## src/timebase_pkg.sv

```systemverilog
package timebase_pkg;
  // ------------------------------------------------------------
  // Register byte offsets
  // ------------------------------------------------------------
  localparam logic [7:0] OFF_CTRL1 = 8'h00;
  localparam logic [7:0] OFF_SLAVE = 8'h08;
  localparam logic [7:0] OFF_IRQ_EN = 8'h0C;
  localparam logic [7:0] OFF_STATUS = 8'h10;
  localparam logic [7:0] OFF_EVGEN = 8'h14;
  localparam logic [7:0] OFF_COUNTER = 8'h24;
  localparam logic [7:0] OFF_PRESCALE = 8'h28;
  localparam logic [7:0] OFF_RELOAD = 8'h2C;
  localparam logic [7:0] OFF_REPEAT = 8'h30;
  localparam logic [7:0] OFF_DMA_CTRL = 8'h48;
  localparam logic [7:0] OFF_WINDOW = 8'h4C;
  // ------------------------------------------------------------
  // Field positions
  // ------------------------------------------------------------
  localparam int CTRL1_EN = 0;
  localparam int CTRL1_UPD_DIS = 1;
  localparam int CTRL1_DIR = 4;
  localparam int CTRL1_CTR_LSB = 5;
  localparam int SLV_MODE_LSB = 0;
  localparam int SLV_TSEL_LSB = 4;
  localparam int SLV_TPOL_LSB = 8;
  localparam int SLV_XPOL = 12;
  localparam int SLV_XDIV_LSB = 13;
  localparam int IE_UPD = 0;
  localparam int IE_CC = 1;
  localparam int IE_TRG = 6;
  localparam int IE_BRK = 7;
  localparam int DE_UPD = 8;
  localparam int DE_CC = 9;
  localparam int DE_TRG = 14;
  localparam int ST_UPD = 0;
  localparam int ST_CC = 1;
  localparam int ST_TRG = 6;
  localparam int ST_BRK = 7;
  localparam int EG_UPD = 0;
  localparam int EG_TRG = 6;
  localparam int DC_BASE_LSB = 0;
  localparam int DC_LEN_LSB = 8;
  // ------------------------------------------------------------
  // Slave modes and trigger sources
  // ------------------------------------------------------------
  localparam logic [2:0] SM_OFF = 3'h0;
  localparam logic [2:0] SM_EXT2 = 3'h1;
  localparam logic [2:0] SM_RESET = 3'h4;
  localparam logic [2:0] SM_GATED = 3'h5;
  localparam logic [2:0] SM_TRIGGER = 3'h6;
  localparam logic [2:0] SM_EXT1 = 3'h7;
  localparam logic [3:0] TS_TI1ED = 4'h4;
  localparam logic [3:0] TS_TI1 = 4'h5;
  localparam logic [3:0] TS_XTRIG = 4'h9;
  // ------------------------------------------------------------
  // Reset values
  // ------------------------------------------------------------
  localparam logic [15:0] RST_RELOAD = 16'hFFFF;
  localparam logic [15:0] RST_ZERO16 = 16'h0000;
  localparam logic [7:0] RST_ZERO8 = 8'h00;
endpackage

```

## src/timebase_prescaler.sv

```systemverilog
`timescale 1ns/10ps
`default_nettype none
module timebase_prescaler #(
  parameter int W = 16
) (
  // Clock and reset
  input wire logic pclk,
  input wire logic presetn,
  // Control
  input wire logic tick_in,
  input wire logic clr,
  input wire logic [W-1:0] div,
  // Counter clock enable
  output logic tick_out
);
  logic [W-1:0] pcount_q;

  // Divides by div+1
  always_ff @(posedge pclk or negedge presetn) begin
    if (!presetn) begin
      pcount_q <= '0;
    end else if (clr) begin
      pcount_q <= '0;
    end else if (tick_in) begin
      pcount_q <= (pcount_q >= div) ? '0 : pcount_q + 1'b1;
    end
  end

  assign tick_out = tick_in & ~clr & (pcount_q >= div);
endmodule
`default_nettype wire

```

## src/timebase_clock_source.sv

```systemverilog
`timescale 1ns/10ps
`default_nettype none
module timebase_clock_source import timebase_pkg::*; #(
  parameter int FILT_LEN = 4
) (
  // Clock and reset
  input wire logic pclk,
  input wire logic presetn,
  // Configuration
  input wire logic [2:0] smode,
  input wire logic [3:0] tsel,
  input wire logic [3:0] ti_pol,
  input wire logic xtrig_pol,
  input wire logic [1:0] xtrig_div,
  // Sources
  input wire logic [3:0] ti,
  input wire logic ext_trig_pin,
  input wire logic [3:0] itr,
  // Results
  output logic trgi_lvl,
  output logic trgi_rise,
  output logic prescaler_input_clock
);
  logic [2:0] xdiv_q;
  logic xpol_prev_q;
  logic [4:0] raw;
  logic [4:0] filt_q;
  logic ti1_prev_q;
  logic xf_prev_q;
  logic trgi_prev_q;
  logic ti1_ed;
  logic xpol;

  // Polarity and frequency division of the trigger pin
  assign xpol = ext_trig_pin ^ xtrig_pol;
  always_ff @(posedge pclk or negedge presetn) begin
    if (!presetn) begin
      xdiv_q <= '0;
      xpol_prev_q <= 1'b0;
    end else begin
      xpol_prev_q <= xpol;
      if (xpol && !xpol_prev_q) begin
        xdiv_q <= xdiv_q + 1'b1;
      end
    end
  end

  assign raw[3:0] = ti ^ ti_pol;
  assign raw[4] = (xtrig_div == 2'd0) ? xpol : xdiv_q[xtrig_div - 2'd1]; // [RQ7]

  // Filters: output follows only after FILT_LEN equal samples
  for (genvar i = 0; i < 5; i++) begin : g_filt
    logic [FILT_LEN-1:0] sh_q;
    always_ff @(posedge pclk or negedge presetn) begin
      if (!presetn) begin
        sh_q <= '0;
        filt_q[i] <= 1'b0;
      end else begin
        sh_q <= {sh_q[FILT_LEN-2:0], raw[i]};
        if (&sh_q) begin
          filt_q[i] <= 1'b1; // [RQ6]
        end else if (~|sh_q) begin
          filt_q[i] <= 1'b0;
        end
      end
    end
  end

  assign ti1_ed = filt_q[0] ^ ti1_prev_q; // [RQ6]

  // Trigger selection; internal triggers bypass the filters
  always_comb begin
    if (tsel < TS_TI1ED) begin
      trgi_lvl = itr[tsel[1:0]]; // [RQ8]
    end else if (tsel == TS_TI1ED) begin
      trgi_lvl = ti1_ed;
    end else if (tsel < TS_XTRIG) begin
      trgi_lvl = filt_q[2'(tsel - TS_TI1)]; // [RQ6]
    end else begin
      trgi_lvl = filt_q[4]; // [RQ7]
    end
  end

  always_ff @(posedge pclk or negedge presetn) begin
    if (!presetn) begin
      ti1_prev_q <= 1'b0;
      xf_prev_q <= 1'b0;
      trgi_prev_q <= 1'b0;
    end else begin
      ti1_prev_q <= filt_q[0];
      xf_prev_q <= filt_q[4];
      trgi_prev_q <= trgi_lvl;
    end
  end

  assign trgi_rise = trgi_lvl & ~trgi_prev_q;

  always_comb begin
    case (smode)
      SM_EXT1: prescaler_input_clock = trgi_rise; // [RQ6] [RQ8]
      SM_EXT2: prescaler_input_clock = filt_q[4] & ~xf_prev_q; // [RQ7]
      default: prescaler_input_clock = 1'b1; // [RQ5]
    endcase
  end
endmodule
`default_nettype wire

```

## src/advanced_timer_timebase.sv

```systemverilog
// What this block does
// [RQ1] Window access goes to base plus index, times four
// [RQ2] Burst index advances itself on each window access
// [RQ3] Sixteen-bit counter: up, down, center-aligned
// [RQ4] Prescaler, reload 16 bits; repetition 8 bits
// [RQ5] No slave mode: internal clock feeds prescaler
// [RQ6] External mode 1: filtered channels, channel-one edges
// [RQ7] External mode 2: pin, polarity, divider, filter
// [RQ8] Internal trigger clocks counter without filtering
// [RQ9] Master resets, starts, stops or clocks slaves
// [RQ10] Direction bit picks up or down counting; center bits six to five pick center mode
// [RQ11] Up: wrap to zero at reload, overflow
// [RQ12] Down: reload at zero, overflow
// [RQ13] Center: overflow at reload-1, underflow at one
// [RQ14] Update copies preloads into active shadows
// [RQ15] Update-disable bit blocks counter-made updates
// [RQ16] Events decrement repetition; update only at zero
// [RQ17] Repetition N gives one update per N+1
// [RQ18] Interrupt outputs per event kind; DMA for all but break
// [RQ19] Repetition counter reloads when update fires
// [RQ20] Burst base offset is bits four to zero
// [RQ21] Burst length bits twelve to eight, plus one
// [RQ22] Prescaler divides by value plus one
//
// Implementation choice: register access over APB.
`timescale 1ns/10ps
`default_nettype none
module advanced_timer_timebase import timebase_pkg::*; #(
  parameter int FILT_LEN = 4
) (
  // Clock and reset
  input wire logic pclk,
  input wire logic presetn,
  // APB slave
  input wire logic psel,
  input wire logic penable,
  input wire logic pwrite,
  input wire logic [7:0] paddr,
  input wire logic [31:0] pwdata,
  output logic [31:0] prdata,
  output logic pready,
  output logic pslverr,
  // Clock and trigger sources
  input wire logic [3:0] ti,
  input wire logic ext_trig_pin,
  input wire logic [3:0] itr,
  // Events from capture/compare and break logic
  input wire logic cc_event,
  input wire logic brk_event,
  // Requests and master output
  output logic irq_update,
  output logic irq_trigger,
  output logic irq_cc,
  output logic irq_break,
  output logic dma_update,
  output logic dma_trigger,
  output logic dma_cc,
  output logic trgo
);
  // ------------------------------------------------------------
  // State
  // ------------------------------------------------------------
  logic [15:0] ctrl1_q, slave_q, irq_en_q, dma_ctrl_q;
  logic [7:0] status_q;
  logic [15:0] counter_value_q, reload_pre_q, reload_act_q, presc_pre_q, presc_act_q;
  logic [7:0] rep_pre_q, rep_act_q, rep_q;
  logic [4:0] idx_q;
  logic falling_q;
  logic pready_q, pslverr_q;
  logic [31:0] prdata_q;
  logic irq_upd_q, irq_trg_q, irq_cc_q, irq_brk_q;
  logic dma_upd_q, dma_trg_q, dma_cc_q, trgo_q;

  // ------------------------------------------------------------
  // APB decode
  // ------------------------------------------------------------
  logic [4:0] burst_base_offset, burst_length;
  logic [5:0] burst_sum;
  logic [7:0] eff_addr;
  logic is_window, hit, acc, done, wr;
  logic [31:0] rd_val;

  assign burst_base_offset = dma_ctrl_q[DC_BASE_LSB +: 5]; // [RQ20]
  assign burst_length = dma_ctrl_q[DC_LEN_LSB +: 5]; // [RQ21]
  assign burst_sum = 6'(burst_base_offset) + 6'(idx_q);
  assign is_window = (paddr == OFF_WINDOW);
  assign eff_addr = is_window ? (OFF_CTRL1 + {burst_sum, 2'b00}) : paddr; // [RQ1]
  assign acc = psel & penable & ~pready_q;
  assign done = psel & penable & pready_q;
  assign wr = done & pwrite & hit;

  always_comb begin
    hit = 1'b1;
    rd_val = '0;
    case (eff_addr)
      OFF_CTRL1: rd_val = {16'h0000, ctrl1_q};
      OFF_SLAVE: rd_val = {16'h0000, slave_q};
      OFF_IRQ_EN: rd_val = {16'h0000, irq_en_q};
      OFF_STATUS: rd_val = {24'h000000, status_q};
      OFF_EVGEN: rd_val = '0;
      OFF_COUNTER: rd_val = {16'h0000, counter_value_q};
      OFF_PRESCALE: rd_val = {16'h0000, presc_pre_q};
      OFF_RELOAD: rd_val = {16'h0000, reload_pre_q};
      OFF_REPEAT: rd_val = {24'h000000, rep_pre_q};
      OFF_DMA_CTRL: rd_val = {16'h0000, dma_ctrl_q};
      default: hit = 1'b0;
    endcase
  end

  always_ff @(posedge pclk or negedge presetn) begin
    if (!presetn) begin
      pready_q <= 1'b0;
      pslverr_q <= 1'b0;
      prdata_q <= '0;
    end else begin
      pready_q <= acc;
      pslverr_q <= acc & ~hit;
      if (acc && !pwrite) begin
        prdata_q <= rd_val;
      end
    end
  end

  // Burst index steps on every finished window access
  always_ff @(posedge pclk or negedge presetn) begin
    if (!presetn) begin
      idx_q <= '0;
    end else if (wr && eff_addr == OFF_DMA_CTRL) begin
      idx_q <= '0;
    end else if (done && is_window) begin
      idx_q <= (idx_q >= burst_length) ? 5'd0 : idx_q + 5'd1; // [RQ2] [RQ21]
    end
  end

  // ------------------------------------------------------------
  // Clock source and prescaler
  // ------------------------------------------------------------
  logic [2:0] smode;
  logic trgi_lvl, trgi_rise, prescaler_input_clock, cnt_tick, run;
  logic sw_upd, sw_trg, slave_rst, upd, ev_ovf, ev_unf, ev;
  logic update_disable_bit, count_direction_bit;
  logic [1:0] center_sel;

  assign smode = slave_q[SLV_MODE_LSB +: 3];
  assign update_disable_bit = ctrl1_q[CTRL1_UPD_DIS];
  assign count_direction_bit = ctrl1_q[CTRL1_DIR];
  assign center_sel = ctrl1_q[CTRL1_CTR_LSB +: 2];

  timebase_clock_source #(.FILT_LEN(FILT_LEN)) u_src (
    .pclk(pclk),
    .presetn(presetn),
    .smode(smode),
    .tsel(slave_q[SLV_TSEL_LSB +: 4]),
    .ti_pol(slave_q[SLV_TPOL_LSB +: 4]),
    .xtrig_pol(slave_q[SLV_XPOL]),
    .xtrig_div(slave_q[SLV_XDIV_LSB +: 2]),
    .ti(ti),
    .ext_trig_pin(ext_trig_pin),
    .itr(itr),
    .trgi_lvl(trgi_lvl),
    .trgi_rise(trgi_rise),
    .prescaler_input_clock(prescaler_input_clock)
  );

  // Gated mode stops the count while the trigger is low
  assign run = ctrl1_q[CTRL1_EN] & ((smode != SM_GATED) | trgi_lvl); // [RQ9]
  assign slave_rst = (smode == SM_RESET) & trgi_rise; // [RQ9]
  assign sw_upd = wr & (eff_addr == OFF_EVGEN) & pwdata[EG_UPD];
  assign sw_trg = wr & (eff_addr == OFF_EVGEN) & pwdata[EG_TRG];

  timebase_prescaler #(.W(16)) u_presc (
    .pclk(pclk),
    .presetn(presetn),
    .tick_in(prescaler_input_clock & run),
    .clr(sw_upd | slave_rst),
    .div(presc_act_q),
    .tick_out(cnt_tick)
  ); // [RQ22]

  // ------------------------------------------------------------
  // Counter
  // ------------------------------------------------------------
  logic [15:0] cnt_nxt;
  logic fall_nxt;

  always_comb begin
    cnt_nxt = counter_value_q;
    fall_nxt = falling_q;
    ev_ovf = 1'b0;
    ev_unf = 1'b0;
    if (center_sel != 2'd0) begin
      if (reload_act_q == RST_ZERO16) begin
        cnt_nxt = RST_ZERO16;
      end else if (!falling_q) begin
        ev_ovf = (counter_value_q == reload_act_q - 16'd1); // [RQ13]
        cnt_nxt = counter_value_q + 16'd1;
        fall_nxt = (cnt_nxt >= reload_act_q);
      end else begin
        ev_unf = (counter_value_q == 16'd1); // [RQ13]
        cnt_nxt = counter_value_q - 16'd1;
        fall_nxt = (cnt_nxt != RST_ZERO16);
      end
    end else if (count_direction_bit) begin
      ev_ovf = (counter_value_q == RST_ZERO16); // [RQ12]
      cnt_nxt = ev_ovf ? reload_act_q : counter_value_q - 16'd1;
    end else begin
      ev_ovf = (counter_value_q >= reload_act_q); // [RQ11]
      cnt_nxt = ev_ovf ? RST_ZERO16 : counter_value_q + 16'd1;
    end
  end

  assign ev = cnt_tick & (ev_ovf | ev_unf);
  assign upd = (ev & (rep_q == RST_ZERO8) & ~update_disable_bit) // [RQ15] [RQ16]
             | sw_upd | slave_rst;

  always_ff @(posedge pclk or negedge presetn) begin
    if (!presetn) begin
      counter_value_q <= RST_ZERO16;
      falling_q <= 1'b0;
    end else if (wr && eff_addr == OFF_COUNTER) begin
      counter_value_q <= pwdata[15:0];
    end else if (sw_upd || slave_rst) begin
      counter_value_q <= count_direction_bit && center_sel == 2'd0 ? reload_act_q : RST_ZERO16;
      falling_q <= 1'b0; // [RQ9]
    end else if (cnt_tick) begin
      counter_value_q <= cnt_nxt; // [RQ3] [RQ10]
      falling_q <= fall_nxt;
    end
  end

  // Repetition counter and shadow registers
  always_ff @(posedge pclk or negedge presetn) begin
    if (!presetn) begin
      rep_q <= RST_ZERO8;
      rep_act_q <= RST_ZERO8;
      reload_act_q <= RST_RELOAD;
      presc_act_q <= RST_ZERO16;
    end else begin
      if (upd) begin
        rep_act_q <= rep_pre_q; // [RQ14]
        reload_act_q <= reload_pre_q;
        presc_act_q <= presc_pre_q;
        rep_q <= rep_pre_q; // [RQ19]
      end else if (ev) begin
        rep_q <= (rep_q == RST_ZERO8) ? rep_act_q : rep_q - 8'd1; // [RQ16] [RQ17]
      end
    end
  end

  // ------------------------------------------------------------
  // Software registers
  // ------------------------------------------------------------
  always_ff @(posedge pclk or negedge presetn) begin
    if (!presetn) begin
      ctrl1_q <= RST_ZERO16;
      slave_q <= RST_ZERO16;
      irq_en_q <= RST_ZERO16;
      dma_ctrl_q <= RST_ZERO16;
      reload_pre_q <= RST_RELOAD;
      presc_pre_q <= RST_ZERO16;
      rep_pre_q <= RST_ZERO8;
    end else begin
      if (wr) begin
        case (eff_addr)
          OFF_CTRL1: ctrl1_q <= pwdata[15:0] & 16'h0073;
          OFF_SLAVE: slave_q <= pwdata[15:0] & 16'h7FF7;
          OFF_IRQ_EN: irq_en_q <= pwdata[15:0] & 16'h43C3;
          OFF_DMA_CTRL: dma_ctrl_q <= pwdata[15:0] & 16'h1F1F;
          OFF_RELOAD: reload_pre_q <= pwdata[15:0]; // [RQ4]
          OFF_PRESCALE: presc_pre_q <= pwdata[15:0];
          OFF_REPEAT: rep_pre_q <= pwdata[7:0];
          default: ;
        endcase
      end
      // Trigger mode starts the counter on a trigger edge
      if (smode == SM_TRIGGER && trgi_rise) begin
        ctrl1_q[CTRL1_EN] <= 1'b1; // [RQ9]
      end
    end
  end

  // Status: write zero clears, a new event in the same cycle wins
  logic [7:0] st_set;
  always_comb begin
    st_set = '0;
    st_set[ST_UPD] = upd;
    st_set[ST_CC] = cc_event;
    st_set[ST_TRG] = trgi_rise | sw_trg;
    st_set[ST_BRK] = brk_event;
  end

  always_ff @(posedge pclk or negedge presetn) begin
    if (!presetn) begin
      status_q <= RST_ZERO8;
    end else if (wr && eff_addr == OFF_STATUS) begin
      status_q <= (status_q & pwdata[7:0]) | st_set;
    end else begin
      status_q <= status_q | st_set;
    end
  end

  // Requests and master trigger output
  always_ff @(posedge pclk or negedge presetn) begin
    if (!presetn) begin
      irq_upd_q <= 1'b0;
      irq_trg_q <= 1'b0;
      irq_cc_q <= 1'b0;
      irq_brk_q <= 1'b0;
      dma_upd_q <= 1'b0;
      dma_trg_q <= 1'b0;
      dma_cc_q <= 1'b0;
      trgo_q <= 1'b0;
    end else begin
      irq_upd_q <= status_q[ST_UPD] & irq_en_q[IE_UPD]; // [RQ18]
      irq_trg_q <= status_q[ST_TRG] & irq_en_q[IE_TRG];
      irq_cc_q <= status_q[ST_CC] & irq_en_q[IE_CC];
      irq_brk_q <= status_q[ST_BRK] & irq_en_q[IE_BRK];
      dma_upd_q <= upd & irq_en_q[DE_UPD];
      dma_trg_q <= st_set[ST_TRG] & irq_en_q[DE_TRG];
      dma_cc_q <= cc_event & irq_en_q[DE_CC];
      trgo_q <= upd; // [RQ9]
    end
  end

  assign prdata = prdata_q;
  assign pready = pready_q;
  assign pslverr = pslverr_q;
  assign irq_update = irq_upd_q;
  assign irq_trigger = irq_trg_q;
  assign irq_cc = irq_cc_q;
  assign irq_break = irq_brk_q;
  assign dma_update = dma_upd_q;
  assign dma_trigger = dma_trg_q;
  assign dma_cc = dma_cc_q;
  assign trgo = trgo_q;

  logic cnt_free;
  assign cnt_free = cnt_tick & ~sw_upd & ~slave_rst & ~(wr && eff_addr == OFF_COUNTER);
endmodule
`default_nettype wire

```

## config.mk

```make
export PLATFORM = sky130hd
export DESIGN_NAME = advanced_timer_timebase
export DESIGN_NICKNAME = d
export VERILOG_FILES = /design/src/timebase_pkg.sv /design/src/timebase_prescaler.sv /design/src/timebase_clock_source.sv /design/src/advanced_timer_timebase.sv
export SDC_FILE = /design/constraint.sdc
export NUM_CORES = 1
export LEC_CHECK = 0
export CAP_MARGIN = 10
export CORE_MARGIN = 1
export CORE_UTILIZATION = 45
export DETAILED_ROUTE_END_ITERATION = 8
export DONT_BUFFER_PORTS = 1
export GPL_ROUTABILITY_DRIVEN = 1
export SYNTH_ARGS = -nofsm -noshare
export SYNTH_HDL_FRONTEND = slang
export SYNTH_HIERARCHICAL = 1
export SYNTH_SLANG_ARGS = --single-unit
```

## constraint.sdc

```tcl
create_clock -name pclk -period 6 [get_ports pclk]
set_input_delay 1.2 -clock pclk [delete_from_list [all_inputs] [get_ports pclk]]
set_output_delay 1.2 -clock pclk [all_outputs]
set_load 0.005 [all_outputs]
```

==> flow_metrics.env, run 1 <==
export IMPL_relSlewSlack_pct=27.75
export IMPL_placed_cells=1718
export IMPL_fmax_mhz=204.1
export IMPL_drt_wl_total_mm=40.88
export IMPL_yosysTopAreaCell="dfrtp_1"
export IMPL_required_ns=6.40
export IMPL_rsz0062_at_grt="false"
export IMPL_synth_ff_type="dfrtp_1"
export IMPL_htreeDepth=1
export IMPL_routabilityCongestion=0.9692
export IMPL_cts_root_buf="clkbuf_16"
export IMPL_power_mw=4.216
export IMPL_ant_nets=0
export IMPL_grt_start_max_net_pins=229
export IMPL_clock_skew_ns=0.02713
export IMPL_cts_buffers=25
export IMPL_crit_arrival_ns=5.30
export IMPL_yosysWarningCount=6
export IMPL_synthTopCellsByArea="dfrtp_1 36%, ha_1 6.4%, dfstp_2 6.1%, mux2_2 5.9%, mux2_4 2.9%"
export IMPL_grt_pass1_vias=10490
export IMPL_ys_seq_elements=228
export IMPL_timing_rr_start="idx_q[0]"
export IMPL_outcome="completed"
export IMPL_syn_cell_area_um2=13810
export IMPL_io_buffers=0
export IMPL_power_density_nw_per_um2=283.1
export IMPL_timing_final_crit_period_ns=4.899
export IMPL_r2r_slack_ns=1.10
export IMPL_crit_type="flop to flop"
export IMPL_final_cell_area_um2=14890
export IMPL_startpoint="idx_q[0]"
export IMPL_synth_top_area_share_pct=35.51
export IMPL_place_area_um2=14080
export IMPL_postSynthCellCount=1386
export IMPL_grtUsageTotal_pct=26.43
export IMPL_layout_commonest_cell="dfrtp_1"
export IMPL_core_area_um2=29950
export IMPL_die_w_um=177.2
export IMPL_drt_iter0_markers=1119
export IMPL_hpwlAfterDp_mm=29.46
export IMPL_synth_edf_count=0
export IMPL_clock_path_buffers=3
export IMPL_antenna_found_initial=2
export IMPL_cp_endpoint="rep_act_q[4]"
export IMPL_fillers=2810
export IMPL_vias=11020
export IMPL_initial_core_util_pct=46.11
export IMPL_hold_path_class="flop to flop"
export IMPL_yosysSeqAreaShare_pct=41.60
export IMPL_tns_ns=0
export IMPL_end_kind="flop"
export IMPL_cts_sinks=228
export IMPL_reg2reg_depth=17
export IMPL_worstPathMaxFanout=14
export IMPL_leakage_nw=6.553
export IMPL_num_rows=63
export IMPL_clk_pin_slew_ns=0.06
export IMPL_routedWlPerCell_um=23.17
export IMPL_fin_nets=1483
export IMPL_io_pins=98
export IMPL_r2r_end="rep_act_q[4]"
export IMPL_tightest_slew_ns=1.076
export IMPL_worst_ir_drop_vdd_mv=0.2058
export IMPL_drv_cap=0
export IMPL_drive_gt1_share_pct=16.74
export IMPL_avgSynthCellArea_um2=9.965
export IMPL_insertion_delay_ns=0.55
export IMPL_n_antenna_cell=0
export IMPL_fin_hold_ws_ns=0.3703
export IMPL_post_cts_repair_setup_buffers=0
export IMPL_worstHoldPathCells=0
export IMPL_dieArea_um2=31400
export IMPL_critPathLaunchType="flop"
export IMPL_fin_cells=1764
export IMPL_synth_cell_types=97
export IMPL_cts_resized=0
export IMPL_hold_violations=0
export IMPL_fin_crit_sh_pct=81.65
export IMPL_vias_per_cell=6.249
export IMPL_synthArstFlopShare_pct=100.0
export IMPL_cts_tree="yes"
export IMPL_final_max_slew_viol_count=0
export IMPL_most_common_layout_cells="196 x dfrtp_1, 95 x nor2_1, 77 x a21oi_1, 76 x nand2_1, 75 x inv_1"
export IMPL_grt_overflow_total=0
export IMPL_syn2layout_area_growth_pct=7.818
export IMPL_remaining_drc_errors=0
export IMPL_dr_pass1_iters=6
export IMPL_grt_pass1_wl_mm=63.73
export IMPL_finalSetupViolCount=0
export IMPL_cts_hold_buf=0
export IMPL_dieHeight_um=177.2
## synth_stat cells, types with 9 or more instances
master    count
dfrtp_1     196
nor2_1       95
a21oi_1      77
nand2_1      76
inv_1        75
mux2_2       72
ha_1         71
o21ai_0      65
clkbuf_1     52
a31oi_1      45
dfstp_2      32
nor3_1       31
nand3_1      30
mux2_4       27
xnor2_1      27
or3_1        25
nand4_1      22
xor2_1       21
and3_1       18
buf_4        18
a22oi_1      17
a221oi_1     16
and2_1       15
buf_2        12
nand2b_1     12
nor4_1       12
a21o_1       11
mux2_1       11
a222oi_1     10
a22o_1       10
nor2b_1       9
o211ai_1      9
o21a_1        9
## flip-flops by register name, indices dropped and copies added (netlist names), 7 cells and up
name,flops
reload_act_q,16
status_q,8
rep_pre_q,8
counter_value_q,16
prdata,16
reload_pre_q,16
u_src/g_filt.sh_q,20
u_presc/pcount_q,16
slave_q,14
irq_en_q,7
dma_ctrl_q,10
rep_q,8
presc_act_q,16
rep_act_q,8
presc_pre_q,16
## power breakdown
group / internal [mW] / switching [mW]
Sequential: 1.64 / 0.219
Clock: 0.862 / 0.647
Combinational: 0.376 / 0.473
Total: 2.88 / 1.34
## worst min-delay path by stage
stage / from / to
2_1_floorplan: u_src/g_filt[0].sh_q[1] / u_src/g_filt[0].sh_q[2]
3_3_place_gp: u_src/g_filt[4].sh_q[1] / u_src/g_filt[4].sh_q[2]
3_5_place_dp: u_src/g_filt[3].sh_q[1] / u_src/g_filt[3].sh_q[2]
4_1_cts: presetn / counter_value_q[6]
5_1_grt: presetn / counter_value_q[2]
6_report: u_src/g_filt[3].sh_q[1] / u_src/g_filt[3].sh_q[2]
## through the flow
step	setup WS (ns)	util, %
final	1.101	49.72
after global routing	0.8583	49.72
after CTS	1.121	49.72
after detailed placement	0.7875	47.01
after global placement	0.8473	47.01
after floorplan	1.041	-
## cell families after synthesis
logic type | share of synthesized area [%]
other | 0.02715
adder cells (fa/ha/maj) | 6.577
buffers and inverters | 5.354
XOR/XNOR | 3.044
AND/OR/NAND/NOR | 15.45
multiplexers | 10.56
AO/OA/AOI/OAI | 17.38
flip-flops | 41.60
## layer usage
metal	track usage (%)	wire, um	up-vias
met5	0	0	-
met4	6.142	905	0
met3	2.814	2626	65
met2	41.96	18830	429
met1	38.54	18520	5498
li1	-	-	5032
## worst max-delay path, cell delays in order, from the launching register on
cell       delay (ns)
dfrtp_1          0.47
ha_1             0.22
inv_1            0.06
fa_1             0.39
nand2b_1         0.16
a21oi_1          0.16
xor2_1           0.35
a21o_1           0.45
o21a_1           0.28
inv_1            0.09
nand2b_4         0.16
nor2_1           0.21
o21ai_1          0.17
or3b_4           0.44
a2111oi_4        0.31
nor2_4           0.15
inv_2            0.33
mux2_1           0.36
## cell type report
class,count,area [um2],share of cell area (%)
Timing Repair Buffer,18,135.1,0.9074
Clock buffer,38,744.5,4.999
Sequential cell,228,5746,38.58
Inverter,76,285.3,1.916
Clock inverter,8,65.06,0.4369
Multi-Input combinational cell,1006,7428,49.88
Tap cell,390,488.0,3.277
No activity file was read; power rests on OpenSTA's default activity.
==> run 2: changes to the inputs <==
--- a/config.mk
+++ b/config.mk
@@ -5,6 +5,7 @@
 export SDC_FILE = /design/constraint.sdc
 export NUM_CORES = 1
 export LEC_CHECK = 0
+export ABC_AREA = 1
 export CAP_MARGIN = 10
 export CORE_MARGIN = 1
 export CORE_UTILIZATION = 45
==> constraint.sdc (replaced) <==
create_clock -name pclk -period 4.9 [get_ports pclk]
set_input_delay 0.98 -clock pclk [delete_from_list [all_inputs] [get_ports pclk]]
set_output_delay 0.98 -clock pclk [all_outputs]
set_load 0.005 [all_outputs]
==> flow_metrics.env, run 2 <==
export IMPL_fillers=3058
export IMPL_die_w_um=180.2
export IMPL_rsz0062_at_grt="false"
export IMPL_synth_top_area_share_pct=34.34
export IMPL_crit_type="flop to flop"
export IMPL_tightest_slew_ns=0.8114
export IMPL_grt_start_max_net_pins=229
export IMPL_outcome="completed"
export IMPL_regMostFlops="u_src/g_filt.sh_q"
export IMPL_tns_ns=0
export IMPL_dieHeight_um=180.2
export IMPL_end_kind="flop"
export IMPL_n_antenna_cell=0
export IMPL_grt_pass1_vias=12220
export IMPL_hold_path_class="input pin to asynchronous set/reset pin"
export IMPL_initial_core_util_pct=46.21
export IMPL_core_area_um2=30910
export IMPL_fin_crit_sh_pct=89.43
export IMPL_routabilityCongestion=0.9695
export IMPL_clock_path_buffers=3
export IMPL_yosysMostFrequentCell="nand2_1"
export IMPL_syn2layout_area_growth_pct=8.847
export IMPL_io_pins=98
export IMPL_vias_per_cell=5.531
export IMPL_insertion_delay_ns=0.56
export IMPL_ant_nets=0
export IMPL_worstPathMaxFanout=25
export IMPL_antenna_found_initial=0
export IMPL_cts_tree="yes"
export IMPL_final_max_slew_viol_count=0
export IMPL_most_common_layout_cells="549 x nand2_1, 243 x inv_1, 196 x dfrtp_1, 162 x o21ai_0, 146 x nor2_1"
export IMPL_relSlewSlack_pct=45.78
export IMPL_clk_pin_slew_ns=0.06
export IMPL_num_rows=64
export IMPL_dieArea_um2=32460
export IMPL_cts_sinks=228
export IMPL_fmax_mhz=228.2
export IMPL_synthArstFlopShare_pct=100.0
export IMPL_worst_ir_drop_vdd_mv=0.3274
export IMPL_layout_commonest_cell="nand2_1"
export IMPL_dr_pass1_iters=7
export IMPL_grt_pass1_wl_mm=69.83
export IMPL_synth_ff_type="dfrtp_1"
export IMPL_synth_commonest_cells="549 x nand2_1, 243 x inv_1, 196 x dfrtp_1"
export IMPL_multiInputGateArea_um2=7262
export IMPL_io_buffers=0
export IMPL_ff_latch_area_um2=5746
export IMPL_post_cts_repair_setup_buffers=0
export IMPL_synthTopCellsByArea="dfrtp_1 34%, nand2_1 14%, inv_1 6.4%, ha_1 6.2%, dfstp_2 5.9%"
export IMPL_drive_gt1_share_pct=8.475
export IMPL_yosysSeqAreaShare_pct=40.22
export IMPL_grtUsageTotal_pct=27.58
export IMPL_crit_arrival_ns=4.84
export IMPL_power_density_nw_per_um2=312.1
export IMPL_vias=12890
export IMPL_yosysWarningCount=6
export IMPL_ys_seq_elements=228
export IMPL_syn_cell_area_um2=14280
export IMPL_fin_nets=2043
export IMPL_timing_final_crit_period_ns=4.382
export IMPL_synth_cell_types=55
export IMPL_drt_wl_total_mm=44.44
export IMPL_hpwlAfterDp_mm=33.09
export IMPL_routedWlPerCell_um=19.07
export IMPL_drt_iter0_markers=1128
export IMPL_cts_root_buf="clkbuf_16"
export IMPL_htreeDepth=1
export IMPL_avgSynthCellArea_um2=7.447
export IMPL_yosysTopAreaCell="dfrtp_1"
export IMPL_synth_edf_count=0
export IMPL_required_ns=5.36
export IMPL_clock_skew_ns=0.03721
export IMPL_postSynthCellCount=1918
export IMPL_drv_cap=0
export IMPL_remaining_drc_errors=0
export IMPL_leakage_nw=7.945
export IMPL_largest_register_ff_count=20
export IMPL_cts_buffers=26
export IMPL_finalSetupViolCount=0
export IMPL_dp_slack_ns=0.2472
export IMPL_fin_ws_ns=0.5180
export IMPL_grt_overflow_total=0
export IMPL_critPathLaunchType="flop"
export IMPL_hold_violations=0
-- run 2: critical path, stage by stage, from the launching register on --
cell and delay (ns):
dfrtp_1 0.40, ha_1 0.18, inv_1 0.05, fa_1 0.40
inv_1 0.07, nand3_1 0.08, nand3_1 0.09, nand2_1 0.07
o21ai_0 0.21, nor2_1 0.08, nand2_2 0.24, nand2_1 0.09
inv_1 0.07, nand3_2 0.17, nand4_4 0.12, nand2_2 0.10
nor2_2 0.17, inv_2 0.13, a21oi_1 0.14, inv_1 0.13
nor2_1 0.25, nand4_4 0.24, nand3_4 0.28, buf_4 0.33
nand2_1 0.09, o21ai_0 0.09
-- run 2: power breakdown --
| part | internal [mW] | switching [mW] |
|---|---|---|
| combinational | 0.234 | 0.496 |
| clock | 1.26 | 0.826 |
| sequential | 1.96 | 0.0760 |
-- run 2: area by class of cell --
type                    count  area share (%)
clock buffers              38           4.990
multi-input cells        1384           46.71
inverters                 255           6.173
repair buffers             20          0.9657
clock inverters            10           1.022
flip-flops and latches    228           36.95
well taps                 396           3.187
-- run 2: logic make-up (layout without fill, tap and decap cells) --
family | count (synthesis) | count (layout) | share of synthesized area [%]
adders and majority gates | 72 | 72 | 6.359
and+or+nand+nor | 905 | 905 | 27.09
DFF | 228 | 228 | 40.22
AOI/OAI and AO/OA | 339 | 339 | 13.56
other | 1 | 16 | 0.02625
xor gates and xnor gates | 43 | 43 | 2.637
buffers and inverters | 321 | 323 | 9.364
muxes | 9 | 9 | 0.7358
-- run 2: repair_timing --
action	4_1_cts	5_1_grt
resized for setup	0	2
endpoints found under the setup margin	0	18
hold buffers	0	0
-- run 2: worst paths after layout --
path	start	endpoint	slack, ns	cells after the start
worst max-delay path	dma_ctrl_q[0]	reload_act_q[9]	0.52	25
worst min-delay path	presetn	u_src/g_filt[1].sh_q[2]	0.12	0
worst max register to register	dma_ctrl_q[0]	reload_act_q[9]	0.52	25
worst min register to register	u_src/g_filt[3].sh_q[1]	u_src/g_filt[3].sh_q[2]	0.40	0
max in group asynchronous	presetn	reload_act_q[5]	4.31	0
min in group pclk	u_src/g_filt[3].sh_q[1]	u_src/g_filt[3].sh_q[2]	0.40	0
-- run 2: layer usage --
metal / vias up / track usage (%) / wire (um)
li1: 6210 / - / -
met1: 6146 / 38.98 / 19870
met2: 459 / 42.93 / 19880
met3: 77 / 4.426 / 3180
met4: 0 / 9.333 / 1509
met5: - / 0 / 0
-- run 2: per-stage QoR --
stage	instances	instance area [um2]	hold slack, ns	utilization, %	power, mW
after floorplan	1933	14340	0.3738	-	2.589
after global placement	2283	14610	0.3802	47.27	2.768
after detailed placement	2283	14610	0.3905	47.27	2.782
after CTS	2331	15540	0.09501	50.29	4.877
after global routing	2331	15550	0.09893	50.30	5.065
final	2331	15550	0.1245	50.30	4.852
